## config.mk

```make
export PLATFORM = sky130hd
export DESIGN_NAME = sonet_pointer_offset_gen
export DESIGN_NICKNAME = d
export VERILOG_FILES = /design/src/inc/ptr_pkg.sv /design/src/verilog/ptr_move_timer.sv /design/src/verilog/sonet_pointer_offset_gen.sv
export VERILOG_INCLUDE_DIRS = /design/src /design/src/inc
export SDC_FILE = /design/constraint.sdc
export NUM_CORES = 1
export LEC_CHECK = 0
export ABC_CLOCK_PERIOD_IN_PS = 9600
export BUFFER_PORTS_ARGS = -buffer_cell sky130_fd_sc_hd__buf_2
export CAP_MARGIN = 10
export CELL_PAD_IN_SITES_DETAIL_PLACEMENT = 0
export CELL_PAD_IN_SITES_GLOBAL_PLACEMENT = 2
export CORE_MARGIN = 1.5
export CORE_UTILIZATION = 30
export CTS_CLUSTER_DIAMETER = 30
export DETAILED_ROUTE_END_ITERATION = 7
export PLACE_DENSITY_LB_ADDON = 0.1
export SLEW_MARGIN = 10
export SYNTH_ARGS = -nofsm -noshare
export SYNTH_HDL_FRONTEND = slang
export SYNTH_HIERARCHICAL = 1
export SYNTH_SLANG_ARGS = --single-unit
```

## constraint.sdc

```tcl
create_clock -name clk_sys_i -period 9.6 [get_ports clk_sys_i]
set_clock_uncertainty 0.2 [all_clocks]
set_input_delay 0.96 -clock clk_sys_i [delete_from_list [all_inputs] [get_ports clk_sys_i]]
set_output_delay 0.96 -clock clk_sys_i [all_outputs]
set_load 0.02 [all_outputs]
```

## src/inc/ptr_defs.svh

```systemverilog
`ifndef PTR_DEFS_SVH
`define PTR_DEFS_SVH

// ----------------------------------------------------------------------
// Register byte offsets
// ----------------------------------------------------------------------
`define REG_CTRL 5'h00
`define REG_PTR 5'h04
`define REG_RATE 5'h08
`define REG_OFS 5'h0C
`define REG_STEP 5'h10
`define REG_STATUS 5'h14
`define REG_REPORT 5'h18

// ----------------------------------------------------------------------
// Field positions
// ----------------------------------------------------------------------
`define CTRL_WIDTH 10
`define SEL_LSB 0
`define VAL_LSB 16
`define STEP_DOWN_BIT 0
`define STEP_COARSE_BIT 1
`define RPT_VALID_BIT 31
`define RPT_NEG_BIT 30
`define STAT_NDF_BIT 12

// ----------------------------------------------------------------------
// Reset values
// ----------------------------------------------------------------------
`define CTRL_RESET 10'h000
`define STS_PTR_RESET 10'h20A

// ----------------------------------------------------------------------
// Pointer locations and flag codes
// ----------------------------------------------------------------------
`define STS_MIN 10'h000
`define STS_MAX 10'h30E
`define STS_DEF 10'h20A
`define STS_ILL 10'h30F
`define VT_MAX 10'h067
`define VT_DEF 10'h04E
`define VT_ILL 10'h068
`define NDF_SET 4'h9
`define NDF_NORM 4'h6

// ----------------------------------------------------------------------
// Movement periods and frequency offsets
// ----------------------------------------------------------------------
`define RATE_48_MS 14'h0030
`define RATE_FAST_FRAMES 14'h0010
`define RATE_10000_MS 14'h2710
`define RATE_50_MS 14'h0032
`define RATE_USER_MIN 14'h0001
`define OFS_MAX 11'h3E8
`define OFS_STRESS 11'h02E
`define OFS_COARSE 11'h064
`define OFS_FINE 11'h001
`define OFS_THRESH 26'h0989680
`define STS_LOC_PER_FRAME 26'h000030F
`define VT_LOC_PER_FRAME 26'h000001A
`define STS_REPORT_K 26'h0185C08
`define VT_REPORT_K 26'h2DD987B
`define US_PER_MS 24'h0003E8
`define FAST_RATE_MS 24'h000002

// ----------------------------------------------------------------------
// Timing
// ----------------------------------------------------------------------
`define CLK_PERIOD_NS 10
`define FRAME_PERIOD_NS 125000
`define FRAME_CYCLES (`FRAME_PERIOD_NS / `CLK_PERIOD_NS)
`define MS_PERIOD_NS 1000000
`define MS_CYCLES (`MS_PERIOD_NS / `CLK_PERIOD_NS)

`endif

```

## src/inc/ptr_pkg.sv

```systemverilog
package ptr_pkg;

	typedef enum logic [1:0] {
		DIR_INC = 2'h0,
		DIR_DEC = 2'h1,
		DIR_ALT = 2'h2,
		DIR_RSV = 2'h3
	} dir_t;

	typedef enum logic [2:0] {
		PSEL_MIN = 3'h0,
		PSEL_MAX = 3'h1,
		PSEL_DEF = 3'h2,
		PSEL_ILL = 3'h3,
		PSEL_USER = 3'h4
	} ptr_sel_t;

	typedef enum logic [2:0] {
		RSEL_48 = 3'h0,
		RSEL_FAST = 3'h1,
		RSEL_10000 = 3'h2,
		RSEL_50 = 3'h3,
		RSEL_USER = 3'h4
	} rate_sel_t;

	typedef enum logic [2:0] {
		OSEL_MAX = 3'h0,
		OSEL_POS = 3'h1,
		OSEL_NEG = 3'h2,
		OSEL_ZERO = 3'h3,
		OSEL_USER = 3'h4
	} ofs_sel_t;

	typedef enum logic [1:0] {
		DIV_IDLE = 2'h0,
		DIV_RUN = 2'h1,
		DIV_DONE = 2'h2
	} div_state_t;

	typedef struct packed {
		logic async_vt;
		logic payload_mode;
		logic cont_en;
		dir_t dir;
		logic [1:0] size;
		logic ndf_en;
		logic vt;
		logic freq_mode;
	} ptr_cfg_t;

	typedef struct packed {
		logic [3:0] ndf;
		logic [1:0] size;
		logic [9:0] value;
	} ptr_word_t;

endpackage : ptr_pkg

```

## src/verilog/ptr_move_timer.sv

```systemverilog
`timescale 1ns/1ps
`include "ptr_defs.svh"

module ptr_move_timer #(
	parameter int FRAME_CYCLES = `FRAME_CYCLES,
	parameter int MS_CYCLES = `MS_CYCLES
) (
	// Clock and reset
	input wire logic clk_sys_i,
	input wire logic rst_i,
	// Period control
	input wire logic restart_i,
	input wire logic use_frames_i,
	input wire logic [13:0] period_i,
	// Line rate adjustment
	input wire logic stretch_i,
	input wire logic shrink_i,
	// Events
	output logic frame_o,
	output logic tick_o
);

	localparam int FW = $clog2(FRAME_CYCLES + 2);
	localparam int MW = $clog2(MS_CYCLES + 1);
	localparam logic [FW-1:0] FRAME_LAST = FW'(FRAME_CYCLES - 1);
	localparam logic [MW-1:0] MS_LAST = MW'(MS_CYCLES - 1);

	generate
		if (FRAME_CYCLES < 4 || MS_CYCLES < 2) begin : g_bad
			$error("ptr_move_timer: counts too small");
		end
	endgenerate

	logic [FW-1:0] fcnt_r;
	logic [MW-1:0] mcnt_r;
	logic [13:0] pcnt_r;
	logic stretch_r;
	logic shrink_r;

	wire frame_w = (fcnt_r == '0);
	wire ms_w = (mcnt_r == '0);
	wire step_w = use_frames_i ? frame_w : ms_w;
	wire due_w = step_w && (pcnt_r + 14'h0001 >= period_i);
	wire [FW-1:0] frame_len_w = stretch_r ? FRAME_LAST + FW'(1) :
		shrink_r ? FRAME_LAST - FW'(1) : FRAME_LAST;

	// ----------------------------------------------------------------------
	// Frame timer; a pending line adjustment lengthens or shortens a frame.
	// ----------------------------------------------------------------------
	always_ff @(posedge clk_sys_i) begin
		if (rst_i) begin
			fcnt_r <= FRAME_LAST;
			stretch_r <= 1'b0;
			shrink_r <= 1'b0;
		end else begin
			fcnt_r <= frame_w ? frame_len_w : fcnt_r - FW'(1);
			stretch_r <= stretch_i || (stretch_r && !frame_w);
			shrink_r <= shrink_i || (shrink_r && !frame_w);
		end
	end

	// ----------------------------------------------------------------------
	// Millisecond prescaler and movement period counter.
	// ----------------------------------------------------------------------
	always_ff @(posedge clk_sys_i) begin
		if (rst_i || restart_i) begin
			mcnt_r <= MS_LAST;
			pcnt_r <= 14'h0000;
			tick_o <= 1'b0;
		end else begin
			mcnt_r <= ms_w ? MS_LAST : mcnt_r - MW'(1);
			pcnt_r <= due_w ? 14'h0000 : pcnt_r + 14'(step_w);
			tick_o <= due_w;
		end
	end

	always_ff @(posedge clk_sys_i) begin
		if (rst_i) begin
			frame_o <= 1'b0;
		end else begin
			frame_o <= frame_w;
		end
	end

endmodule : ptr_move_timer

```

## src/verilog/sonet_pointer_offset_gen.sv

```systemverilog
// Function
// - STS minimum preset moves the pointer to zero at once.
// - STS maximum preset moves the pointer to 782 at once.
// - STS default preset moves the pointer to 522 at once.
// - STS illegal preset sends pointer value 783 at once.
// - A user pointer value is applied when its entry is committed.
// - VT maximum preset moves the VT pointer to 103 at once.
// - VT default preset moves the VT pointer to 78 at once.
// - VT illegal preset sends VT pointer value 104 at once.
// - A setting chooses new data flag or normal flag on jumps.
// - The two pointer size bits are selectable from 00 to 11.
// - The 48 ms period, async VT only, moves once per 48 ms.
// - The fastest period moves the pointer once per sixteen frames.
// - The slowest period moves the pointer once per ten seconds.
// - The default period moves the pointer once per 50 ms.
// - A user period of 1 to 10000 ms is kept exactly.
// - Moves increment, decrement or alternate as the direction says.
// - Increment or decrement moves report the equivalent ppm offset.
// - Timing mode offsets the payload or the line rate instead.
// - Line offset changes the line rate, the pointer stays fixed.
// - Payload offset shifts payload rate, the pointer moves as result.
// - Offset presets are +100, +4.6, -4.6 and zero ppm.
// - User offset steps by 10.0 or 0.1 ppm within 100 ppm.
// - Frequency offset mode reports the equivalent movement period.
// - Pointer jumps happen at once, with or without new data flag.
//
// Implementation choices: the Avalon-MM register port and the register offsets.
`timescale 1ns/1ps
`include "ptr_defs.svh"

module sonet_pointer_offset_gen #(
	parameter int FRAME_CYCLES = `FRAME_CYCLES,
	parameter int MS_CYCLES = `MS_CYCLES
) (
	// Clock and reset
	input wire logic clk_sys_i,
	input wire logic rst_i,
	// Avalon-MM slave
	input wire logic [4:0] avs_address_i,
	input wire logic avs_read_i,
	input wire logic avs_write_i,
	input wire logic [31:0] avs_writedata_i,
	input wire logic [3:0] avs_byteenable_i,
	output logic [31:0] avs_readdata_o,
	output logic avs_waitrequest_o,
	// Transmit pointer
	output ptr_pkg::ptr_word_t ptr_word_o,
	output logic frame_start_o,
	output logic just_inc_o,
	output logic just_dec_o
);

	generate
		if (FRAME_CYCLES < 16 || MS_CYCLES < 16) begin : g_bad
			$error("sonet_pointer_offset_gen: counts too small");
		end
	endgenerate

	// ----------------------------------------------------------------------
	// Helpers
	// ----------------------------------------------------------------------
	function automatic logic [31:0] be_merge(input logic [31:0] old_v,
		input logic [31:0] new_v, input logic [3:0] be);
		logic [31:0] res;
		res = old_v;
		for (int i = 0; i < 4; i++) begin
			if (be[i]) begin
				res[i*8 +: 8] = new_v[i*8 +: 8];
			end
		end
		return res;
	endfunction : be_merge

	function automatic logic [9:0] max_loc(input logic vt);
		return vt ? `VT_MAX : `STS_MAX;
	endfunction : max_loc

	function automatic logic [9:0] step_ptr(input logic [9:0] v,
		input logic vt, input logic up);
		logic [9:0] res;
		res = v;
		if (up) begin
			res = (v >= max_loc(vt)) ? 10'h000 : v + 10'h001;
		end else begin
			res = (v == 10'h000 || v > max_loc(vt)) ? max_loc(vt) :
				v - 10'h001;
		end
		return res;
	endfunction : step_ptr

	function automatic logic [9:0] preset_loc(input ptr_pkg::ptr_sel_t sel,
		input logic vt, input logic [9:0] user);
		logic [9:0] res;
		res = user;
		case (sel)
			ptr_pkg::PSEL_MIN: res = `STS_MIN;
			ptr_pkg::PSEL_MAX: res = max_loc(vt);
			ptr_pkg::PSEL_DEF: res = vt ? `VT_DEF : `STS_DEF;
			ptr_pkg::PSEL_ILL: res = vt ? `VT_ILL : `STS_ILL;
			default: res = user;
		endcase
		return res;
	endfunction : preset_loc

	// ----------------------------------------------------------------------
	// State
	// ----------------------------------------------------------------------
	ptr_pkg::ptr_cfg_t cfg_r;
	ptr_pkg::rate_sel_t rate_sel_r;
	ptr_pkg::ofs_sel_t ofs_sel_r;
	ptr_pkg::div_state_t div_st_r;
	logic [13:0] rate_user_r;
	logic signed [10:0] ofs_user_r;
	logic [9:0] jump_val_r;
	logic jump_pend_r;
	logic move_pend_r;
	logic move_up_r;
	logic alt_up_r;
	logic signed [25:0] acc_r;
	logic [25:0] quo_r;
	logic [26:0] rem_r;
	logic [23:0] den_r;
	logic [4:0] div_cnt_r;
	logic recalc_r;
	logic [31:0] report_r;
	logic rpt_neg_r;
	logic rpt_ok_r;

	// ----------------------------------------------------------------------
	// Bus decode
	// ----------------------------------------------------------------------
	wire req_w = avs_read_i || avs_write_i;
	wire wr_w = avs_write_i && !avs_waitrequest_o;
	wire [31:0] wd_w = avs_writedata_i;
	wire wr_ctrl_w = wr_w && avs_address_i == `REG_CTRL;
	wire wr_ptr_w = wr_w && avs_address_i == `REG_PTR;
	wire wr_rate_w = wr_w && avs_address_i == `REG_RATE;
	wire wr_ofs_w = wr_w && avs_address_i == `REG_OFS;
	wire wr_step_w = wr_w && avs_address_i == `REG_STEP;
	wire [31:0] ctrl_rd_w = {22'h000000, cfg_r};
	wire [31:0] ptr_rd_w = {6'h00, jump_val_r, 13'h0000, 3'h0};
	wire [31:0] rate_rd_w = {2'h0, rate_user_r, 13'h0000, rate_sel_r};
	wire [31:0] ofs_rd_w = {5'h00, ofs_user_r, 13'h0000, ofs_sel_r};
	wire [31:0] stat_rd_w = {19'h00000, ptr_word_o.ndf == `NDF_SET,
		ptr_word_o.size, ptr_word_o.value};
	wire [31:0] wr_ctrl_v = be_merge(ctrl_rd_w, wd_w, avs_byteenable_i);
	wire [31:0] wr_rate_v = be_merge(rate_rd_w, wd_w, avs_byteenable_i);
	wire [31:0] wr_ofs_v = be_merge(ofs_rd_w, wd_w, avs_byteenable_i);
	wire [13:0] new_rate_w = wr_rate_v[`VAL_LSB +: 14];
	wire rate_ok_w = new_rate_w >= `RATE_USER_MIN &&
		new_rate_w <= `RATE_10000_MS;
	wire signed [10:0] new_ofs_w = wr_ofs_v[`VAL_LSB +: 11];
	wire ofs_ok_w = new_ofs_w <= $signed(`OFS_MAX) &&
		new_ofs_w >= -$signed(`OFS_MAX);

	logic [31:0] rd_mux_w;
	always_comb begin
		case (avs_address_i)
			`REG_CTRL: rd_mux_w = ctrl_rd_w;
			`REG_PTR: rd_mux_w = ptr_rd_w;
			`REG_RATE: rd_mux_w = rate_rd_w;
			`REG_OFS: rd_mux_w = ofs_rd_w;
			`REG_STATUS: rd_mux_w = stat_rd_w;
			`REG_REPORT: rd_mux_w = report_r;
			default: rd_mux_w = 32'h00000000;
		endcase
	end

	// ----------------------------------------------------------------------
	// Movement period and frequency offset selection
	// ----------------------------------------------------------------------
	wire fast_w = rate_sel_r == ptr_pkg::RSEL_FAST;
	wire r48_ok_w = cfg_r.vt && cfg_r.async_vt;
	logic [13:0] period_w;
	always_comb begin
		case (rate_sel_r)
			ptr_pkg::RSEL_48: period_w = r48_ok_w ? `RATE_48_MS :
				`RATE_50_MS;
			ptr_pkg::RSEL_FAST: period_w = `RATE_FAST_FRAMES;
			ptr_pkg::RSEL_10000: period_w = `RATE_10000_MS;
			ptr_pkg::RSEL_USER: period_w = rate_user_r;
			default: period_w = `RATE_50_MS;
		endcase
	end

	logic signed [10:0] ofs_w;
	always_comb begin
		case (ofs_sel_r)
			ptr_pkg::OSEL_MAX: ofs_w = `OFS_MAX;
			ptr_pkg::OSEL_POS: ofs_w = `OFS_STRESS;
			ptr_pkg::OSEL_NEG: ofs_w = -$signed(`OFS_STRESS);
			ptr_pkg::OSEL_USER: ofs_w = ofs_user_r;
			default: ofs_w = 11'h000;
		endcase
	end

	wire [10:0] step_amt_w = wd_w[`STEP_COARSE_BIT] ? `OFS_COARSE :
		`OFS_FINE;
	wire signed [11:0] stepped_w = wd_w[`STEP_DOWN_BIT] ?
		12'(ofs_user_r) - 12'(step_amt_w) : 12'(ofs_user_r) + 12'(step_amt_w);
	wire step_ok_w = stepped_w <= 12'sh3E8 && stepped_w >= -12'sh3E8;

	// ----------------------------------------------------------------------
	// Frequency offset accumulator
	// ----------------------------------------------------------------------
	logic frame_w;
	logic tick_w;
	wire line_mode_w = cfg_r.freq_mode && !cfg_r.payload_mode;
	wire pay_mode_w = cfg_r.freq_mode && cfg_r.payload_mode;
	wire [25:0] k_w = line_mode_w ? 26'(FRAME_CYCLES) :
		cfg_r.vt ? `VT_LOC_PER_FRAME : `STS_LOC_PER_FRAME;
	wire signed [25:0] ofs_ext_w = {{15{ofs_w[10]}}, ofs_w};
	wire signed [25:0] sum_w = acc_r + ofs_ext_w * $signed(k_w);
	wire slip_pos_w = frame_w && sum_w >= $signed(`OFS_THRESH);
	wire slip_neg_w = frame_w && sum_w <= -$signed(`OFS_THRESH);
	logic signed [25:0] acc_nxt;
	always_comb begin
		acc_nxt = acc_r;
		if (!cfg_r.freq_mode || ofs_w == 11'h000) begin
			acc_nxt = 26'h0000000;
		end else if (slip_pos_w) begin
			acc_nxt = sum_w - $signed(`OFS_THRESH);
		end else if (slip_neg_w) begin
			acc_nxt = sum_w + $signed(`OFS_THRESH);
		end else if (frame_w) begin
			acc_nxt = sum_w;
		end
	end

	// A positive payload offset needs negative justification.
	wire pay_move_w = pay_mode_w && (slip_pos_w || slip_neg_w);
	wire cont_move_w = !cfg_r.freq_mode && cfg_r.cont_en && tick_w;
	wire cont_up_w = cfg_r.dir == ptr_pkg::DIR_ALT ? alt_up_r :
		cfg_r.dir == ptr_pkg::DIR_INC;
	wire restart_w = wr_rate_w || wr_ctrl_w || !cfg_r.cont_en;

	ptr_move_timer #(
		.FRAME_CYCLES(FRAME_CYCLES),
		.MS_CYCLES(MS_CYCLES)
	) u_timer (
		.clk_sys_i(clk_sys_i),
		.rst_i(rst_i),
		.restart_i(restart_w),
		.use_frames_i(fast_w),
		.period_i(period_w),
		.stretch_i(line_mode_w && slip_neg_w),
		.shrink_i(line_mode_w && slip_pos_w),
		.frame_o(frame_w),
		.tick_o(tick_w)
	);

	// ----------------------------------------------------------------------
	// Registers written by software
	// ----------------------------------------------------------------------
	always_ff @(posedge clk_sys_i) begin
		if (rst_i) begin
			cfg_r <= `CTRL_RESET;
			rate_sel_r <= ptr_pkg::RSEL_50;
			rate_user_r <= `RATE_50_MS;
			ofs_sel_r <= ptr_pkg::OSEL_ZERO;
			ofs_user_r <= 11'h000;
			recalc_r <= 1'b1;
		end else begin
			if (wr_ctrl_w) begin
				cfg_r <= wr_ctrl_v[`CTRL_WIDTH-1:0];
			end
			if (wr_rate_w) begin
				rate_sel_r <= ptr_pkg::rate_sel_t'(wr_rate_v[`SEL_LSB +: 3]);
				if (rate_ok_w) begin
					rate_user_r <= new_rate_w;
				end
			end
			if (wr_ofs_w) begin
				ofs_sel_r <= ptr_pkg::ofs_sel_t'(wr_ofs_v[`SEL_LSB +: 3]);
				if (ofs_ok_w) begin
					ofs_user_r <= new_ofs_w;
				end
			end
			if (wr_step_w && step_ok_w) begin
				ofs_user_r <= stepped_w[10:0];
			end
			recalc_r <= wr_ctrl_w || wr_rate_w || wr_ofs_w || wr_step_w ||
				(recalc_r && div_st_r != ptr_pkg::DIV_IDLE);
		end
	end

	// ----------------------------------------------------------------------
	// Pending pointer changes, applied at the next frame boundary
	// ----------------------------------------------------------------------
	always_ff @(posedge clk_sys_i) begin
		if (rst_i) begin
			jump_pend_r <= 1'b0;
			jump_val_r <= `STS_PTR_RESET;
			move_pend_r <= 1'b0;
			move_up_r <= 1'b1;
			acc_r <= 26'h0000000;
		end else begin
			acc_r <= acc_nxt;
			if (frame_w) begin
				jump_pend_r <= 1'b0;
				move_pend_r <= 1'b0;
			end
			if (cont_move_w || pay_move_w) begin
				move_pend_r <= 1'b1;
				move_up_r <= pay_move_w ? slip_neg_w : cont_up_w;
			end
			if (wr_ptr_w) begin
				jump_pend_r <= 1'b1;
				jump_val_r <= preset_loc(
					ptr_pkg::ptr_sel_t'(wd_w[`SEL_LSB +: 3]), cfg_r.vt,
					wd_w[`VAL_LSB +: 10]);
			end
		end
	end

	// ----------------------------------------------------------------------
	// Transmitted pointer word
	// ----------------------------------------------------------------------
	always_ff @(posedge clk_sys_i) begin
		if (rst_i) begin
			ptr_word_o <= {`NDF_NORM, 2'b00, `STS_PTR_RESET};
			alt_up_r <= 1'b1;
			just_inc_o <= 1'b0;
			just_dec_o <= 1'b0;
			frame_start_o <= 1'b0;
		end else begin
			frame_start_o <= frame_w;
			just_inc_o <= 1'b0;
			just_dec_o <= 1'b0;
			if (frame_w) begin
				ptr_word_o.size <= cfg_r.size;
				ptr_word_o.ndf <= `NDF_NORM;
				if (jump_pend_r) begin
					ptr_word_o.value <= jump_val_r;
					ptr_word_o.ndf <= cfg_r.ndf_en ? `NDF_SET :
						`NDF_NORM;
				end else if (move_pend_r && !line_mode_w) begin
					ptr_word_o.value <= step_ptr(ptr_word_o.value, cfg_r.vt,
						move_up_r);
					just_inc_o <= move_up_r;
					just_dec_o <= !move_up_r;
					alt_up_r <= !move_up_r;
				end
			end
		end
	end

	// ----------------------------------------------------------------------
	// Equivalent rate report: K / period in ppm tenths, or K / offset in us.
	// ----------------------------------------------------------------------
	wire [25:0] div_k_w = cfg_r.vt ? `VT_REPORT_K : `STS_REPORT_K;
	wire [10:0] ofs_abs_w = ofs_w[10] ? 11'(-ofs_w) : 11'(ofs_w);
	wire [23:0] per_us_w = fast_w ? `FAST_RATE_MS * `US_PER_MS :
		24'(period_w) * `US_PER_MS;
	wire [23:0] div_den_w = cfg_r.freq_mode ? 24'(ofs_abs_w) :
		per_us_w;
	wire div_ok_w = cfg_r.freq_mode ? ofs_w != 11'h000 :
		cfg_r.dir != ptr_pkg::DIR_ALT;
	wire div_neg_w = cfg_r.freq_mode ? ofs_w[10] :
		cfg_r.dir == ptr_pkg::DIR_INC;
	wire [26:0] rem_sh_w = {rem_r[25:0], quo_r[25]};
	wire rem_ge_w = rem_sh_w >= {3'h0, den_r};

	always_ff @(posedge clk_sys_i) begin
		if (rst_i) begin
			div_st_r <= ptr_pkg::DIV_IDLE;
			quo_r <= 26'h0000000;
			rem_r <= 27'h0000000;
			den_r <= 24'h000001;
			div_cnt_r <= 5'h00;
			rpt_neg_r <= 1'b0;
			rpt_ok_r <= 1'b0;
			report_r <= 32'h00000000;
		end else begin
			case (div_st_r)
				ptr_pkg::DIV_IDLE: begin
					if (recalc_r) begin
						quo_r <= div_k_w;
						rem_r <= 27'h0000000;
						den_r <= div_den_w == 24'h000000 ? 24'h000001 : div_den_w;
						rpt_ok_r <= div_ok_w;
						rpt_neg_r <= div_neg_w;
						div_cnt_r <= 5'h19;
						div_st_r <= ptr_pkg::DIV_RUN;
					end
				end
				ptr_pkg::DIV_RUN: begin
					rem_r <= rem_ge_w ? rem_sh_w - {3'h0, den_r} : rem_sh_w;
					quo_r <= {quo_r[24:0], rem_ge_w};
					div_cnt_r <= div_cnt_r - 5'h01;
					if (div_cnt_r == 5'h00) begin
						div_st_r <= ptr_pkg::DIV_DONE;
					end
				end
				ptr_pkg::DIV_DONE: begin
					report_r <= {rpt_ok_r, rpt_neg_r, 4'h0, quo_r};
					div_st_r <= ptr_pkg::DIV_IDLE;
				end
				default: div_st_r <= ptr_pkg::DIV_IDLE;
			endcase
		end
	end

	// ----------------------------------------------------------------------
	// Avalon handshake: one wait state, then the transfer completes.
	// ----------------------------------------------------------------------
	always_ff @(posedge clk_sys_i) begin
		if (rst_i) begin
			avs_waitrequest_o <= 1'b1;
			avs_readdata_o <= 32'h00000000;
		end else begin
			avs_waitrequest_o <= !(req_w && avs_waitrequest_o);
			if (avs_read_i && avs_waitrequest_o) begin
				avs_readdata_o <= rd_mux_w;
			end
		end
	end

endmodule : sonet_pointer_offset_gen

```

==> summary.txt <==
row count: 104
syn_area_per_cell: 8.172 sq um
Min-Delay Path Class: register to register
die area: 83220 sq um
first-pass GRT wire length: 124.9 mm
P_int: 3.967 mW
# H-tree levels: 3
final setup vio count: 0
CP Max Fanout: 23
Finished Core Util: 0.3623
Vias/cell: 5.046
Crit path max-delay family: adder cells
Setup Fix Bufs, Post-CTS: 0
Num CTS Buffers: 85
most frequent cells in the layout: nand2_1, dfxtp_1, nor2_1
crit path launch type: register
Post-Syn Area: 24450 sq um
status: complete, no violations
Overall Global Routing Usage: 0.1925
CP Data Required Time: 9.95 ns
critical path class: register to register
share of layout cells above drive strength 1: 0.1136
Core Region: 80550 sq um
Relative slew margins: 0.2039
CP max-delay cell: dfxtp_1
Ys Warns: 6
predominant post-synthesis flop cell: dfxtp_1
height of the die: 288.5 um
R2R cell count: 26
Worst R2R End: acc_r[20]
Hold EP: u_timer/mcnt_r[0]
Max clock buf depth: 3
Seq cells post-synth: 294
GPL Wtd Cong: 0.8397
sequential cell area fraction in the yosys report: 0.2407
clock transition at the registers of the reported paths: 0.04 ns
Switching Share: 0.2735
hold buffers post-CTS: 0
final instance area: 29180 sq um
Initial DRC Count: 1119
Port Buffer Count: 88
RSZ-0062 raised after global routing: false
final wirelength: 79.44 mm
CP arrival: 8.90 ns
initial antenna violation count: 2
actual slew at the worst max-slew pin: 1.184 ns
Die W: 288.5 um
LEAKAGE: 12.67 nW
vias in the first global route: 21.58k
setup tns final: 0 ns
Detail Placement HPWL: 62.39 mm
GRT Residual Overflow: 0
grt peak-use layer: met2
largest net degree at the start of global routing: 67
Antenna diodes: 0
placed standard-cell area: 25910 sq um
Register Area: 5887 sq um
register-to-register setup slack: 1.05 ns
Max Clk Rate: 0.1170 GHz
Max VDD drop: 0.1152 mV
Crit path top cell by count: inv_1
met1 Track Usage GR: 0.2503
maxcap violations: 0
Slew Limit Fails: 0
Post-Synthesis Cells: 2992
CTS tree: done
GRT met3 Usage: 0.03381
asr flop ratio synth: 0
Top Ports: 97
Synthesized Nets: 3400
Clk pwr share: 0.585
combinational share of power: 0.171
Final Cycle Share: 0.8904
Post-synth EDFFs: 0
Initial Utilization: 0.3035
GR Util met2: 0.3221
Area growth syn-to-layout: 19.35%
Post-DRT Antenna Nets: 0
min Tclk post-route: 8.548 ns
Synth area leader: dfxtp_1
CP bufs+invs: 6
via count: 21.11k
PD cells: 187.1 nW/um^2
Hold Path Origin: u_timer/mcnt_r[0]
Fillers: 8358
main area contributors after synthesis: dfxtp_1, fa_1, ha_1, a21oi_1, nand2_1
Net Switching: 1.493 mW
clk_lat worst skew: 0.64 ns
PostCTS Resize Cnt: 0
Reg power frac: 0.245
Pre-antenna DRT Iters: 5
Final nets: 3464
multi-input logic area: 16870 sq um
root buffer selected by CTS: clkbuf_16
wire per inst: 18.99 um
Final Hold Fails: 0
total clock sinks: 294
slowest stage delay, CP: 0.78 ns
Netlist cell types: 103
reg2reg start: ofs_sel_r[2]
CP Capture Type: register
commonest non-fill, non-tap cell in the layout: nand2_1
residual DRC count: 0
top-area cell type share of the netlist area: 0.2407
Worst Hold Depth: 1
## worst register-to-register path, stage by stage, from the launching register on
cell and delay, ns:
dfxtp_1 0.78, nor2b_1 0.24, and3_1 0.43, inv_1 0.22, nor2_1 0.40, fa_1 0.51
ha_1 0.30, inv_1 0.05, fa_1 0.49, inv_1 0.05, fa_1 0.48, inv_1 0.06
fa_1 0.57, inv_1 0.05, ha_1 0.43, a211oi_2 0.14, nor2_2 0.28, nand2_1 0.19
a311oi_2 0.45, or2_1 0.28, mux2_2 0.39, nor3_2 0.32, o31ai_4 0.16, buf_4 0.26
o32ai_1 0.31, mux2_1 0.36, o31ai_1 0.06
## final cells by class
type / count / area share
multi-input cells: 2260 / 0.5783
flip-flops and latches: 294 / 0.2017
clock buffers: 114 / 0.08284
well taps: 1060 / 0.04545
inverters: 286 / 0.03679
clock inverters: 41 / 0.02907
repair buffers: 129 / 0.02585
## Yosys cell counts, types with 22 or more instances
master    number
xor2_1        52
and3_1        27
nand3_1       88
inv_1        285
ha_1         218
o21ai_0       98
nor4_1        26
clkbuf_1     120
dfxtp_1      294
mux2i_1       63
nand2b_1      40
a31oi_1       22
nor2_1       291
a211oi_1      33
fa_1         145
a21oi_1      267
a21o_1        34
xnor2_1       75
nor3_1        72
nand2_1      309
## routing by layer
| metal | vias up | wire, um | part of all wire |
|---|---|---|---|
| met4 | 4 | 2074 | 0.026 |
| met5 | - | 27 | 0.00034 |
| met3 | 123 | 3246 | 0.041 |
| met1 | 10080 | 36950 | 0.47 |
| met2 | 394 | 37150 | 0.47 |
| li1 | 10520 | - | - |
## power by group through the flow
| stage | combinational, mW | sequential (mW) | clock (mW) |
|---|---|---|---|
| after floorplan | 0.716 | 1.34 | 0 |
| after global placement | 0.932 | 1.36 | 0 |
| after detailed placement | 0.934 | 1.36 | 0 |
| after CTS | 0.940 | 1.34 | 3.26 |
| after global routing | 1.04 | 1.34 | 3.34 |
| final | 0.932 | 1.34 | 3.19 |
## how the worst max path moves through the flow
stage	from	end	slack, ns	cells after the start
6_report	ofs_sel_r[2]	acc_r[20]	1.05	26
5_1_grt	ofs_sel_r[2]	acc_r[18]	0.46	26
4_1_cts	ofs_sel_r[2]	acc_r[18]	1.03	27
3_5_place_dp	ofs_sel_r[2]	acc_r[18]	1.08	27
3_3_place_gp	ofs_sel_r[2]	acc_r[18]	1.09	27
2_1_floorplan	ofs_sel_r[1]	acc_r[24]	1.98	32
## per-stage QoR
| stage | hold slack [ns] | power (mW) | setup WS [ns] | std cells |
|---|---|---|---|---|
| 6_report | 0.2181 | 5.460 | 1.052 | 4184 |
| 2_1_floorplan | 0.1849 | 2.055 | 1.977 | 2992 |
| 4_1_cts | 0.2210 | 5.534 | 1.032 | 4184 |
| 3_5_place_dp | 0.2124 | 2.290 | 1.084 | 4029 |
| 3_3_place_gp | 0.1972 | 2.288 | 1.093 | 4029 |
| 5_1_grt | 0.2262 | 5.722 | 0.4581 | 4184 |
## cells by family (layout without fill, tap and decap cells)
family | Yosys count | count (layout) | share of synthesized area
mux | 71 | 71 | 0.02994
flops | 294 | 294 | 0.2407
fa+ha+maj | 363 | 363 | 0.2303
other cells | 1 | 1 | 0.0001534
xor+xnor | 132 | 132 | 0.04882
compound gates | 688 | 688 | 0.1862
simple gates | 1005 | 1005 | 0.1934
buf+inv | 438 | 570 | 0.07052
## flip-flops by register name, indices dropped and copies added (netlist names), 2 cells and up
| signal | count |
|---|---|
| avs_readdata_o | 32 |
| cfg_r | 10 |
| report_r | 28 |
| div_cnt_r | 5 |
| ofs_sel_r | 3 |
| ofs_user_r | 11 |
| quo_r | 26 |
| rem_r | 26 |
| u_timer/mcnt_r | 17 |
| den_r | 24 |
| acc_r | 26 |
| rate_sel_r | 3 |
| u_timer/pcnt_r | 14 |
| ptr_word_o | 14 |
| u_timer/fcnt_r | 14 |
| jump_val_r | 10 |
| rate_user_r | 14 |
| div_st_r | 2 |
(Power assumes the default switching activity.)
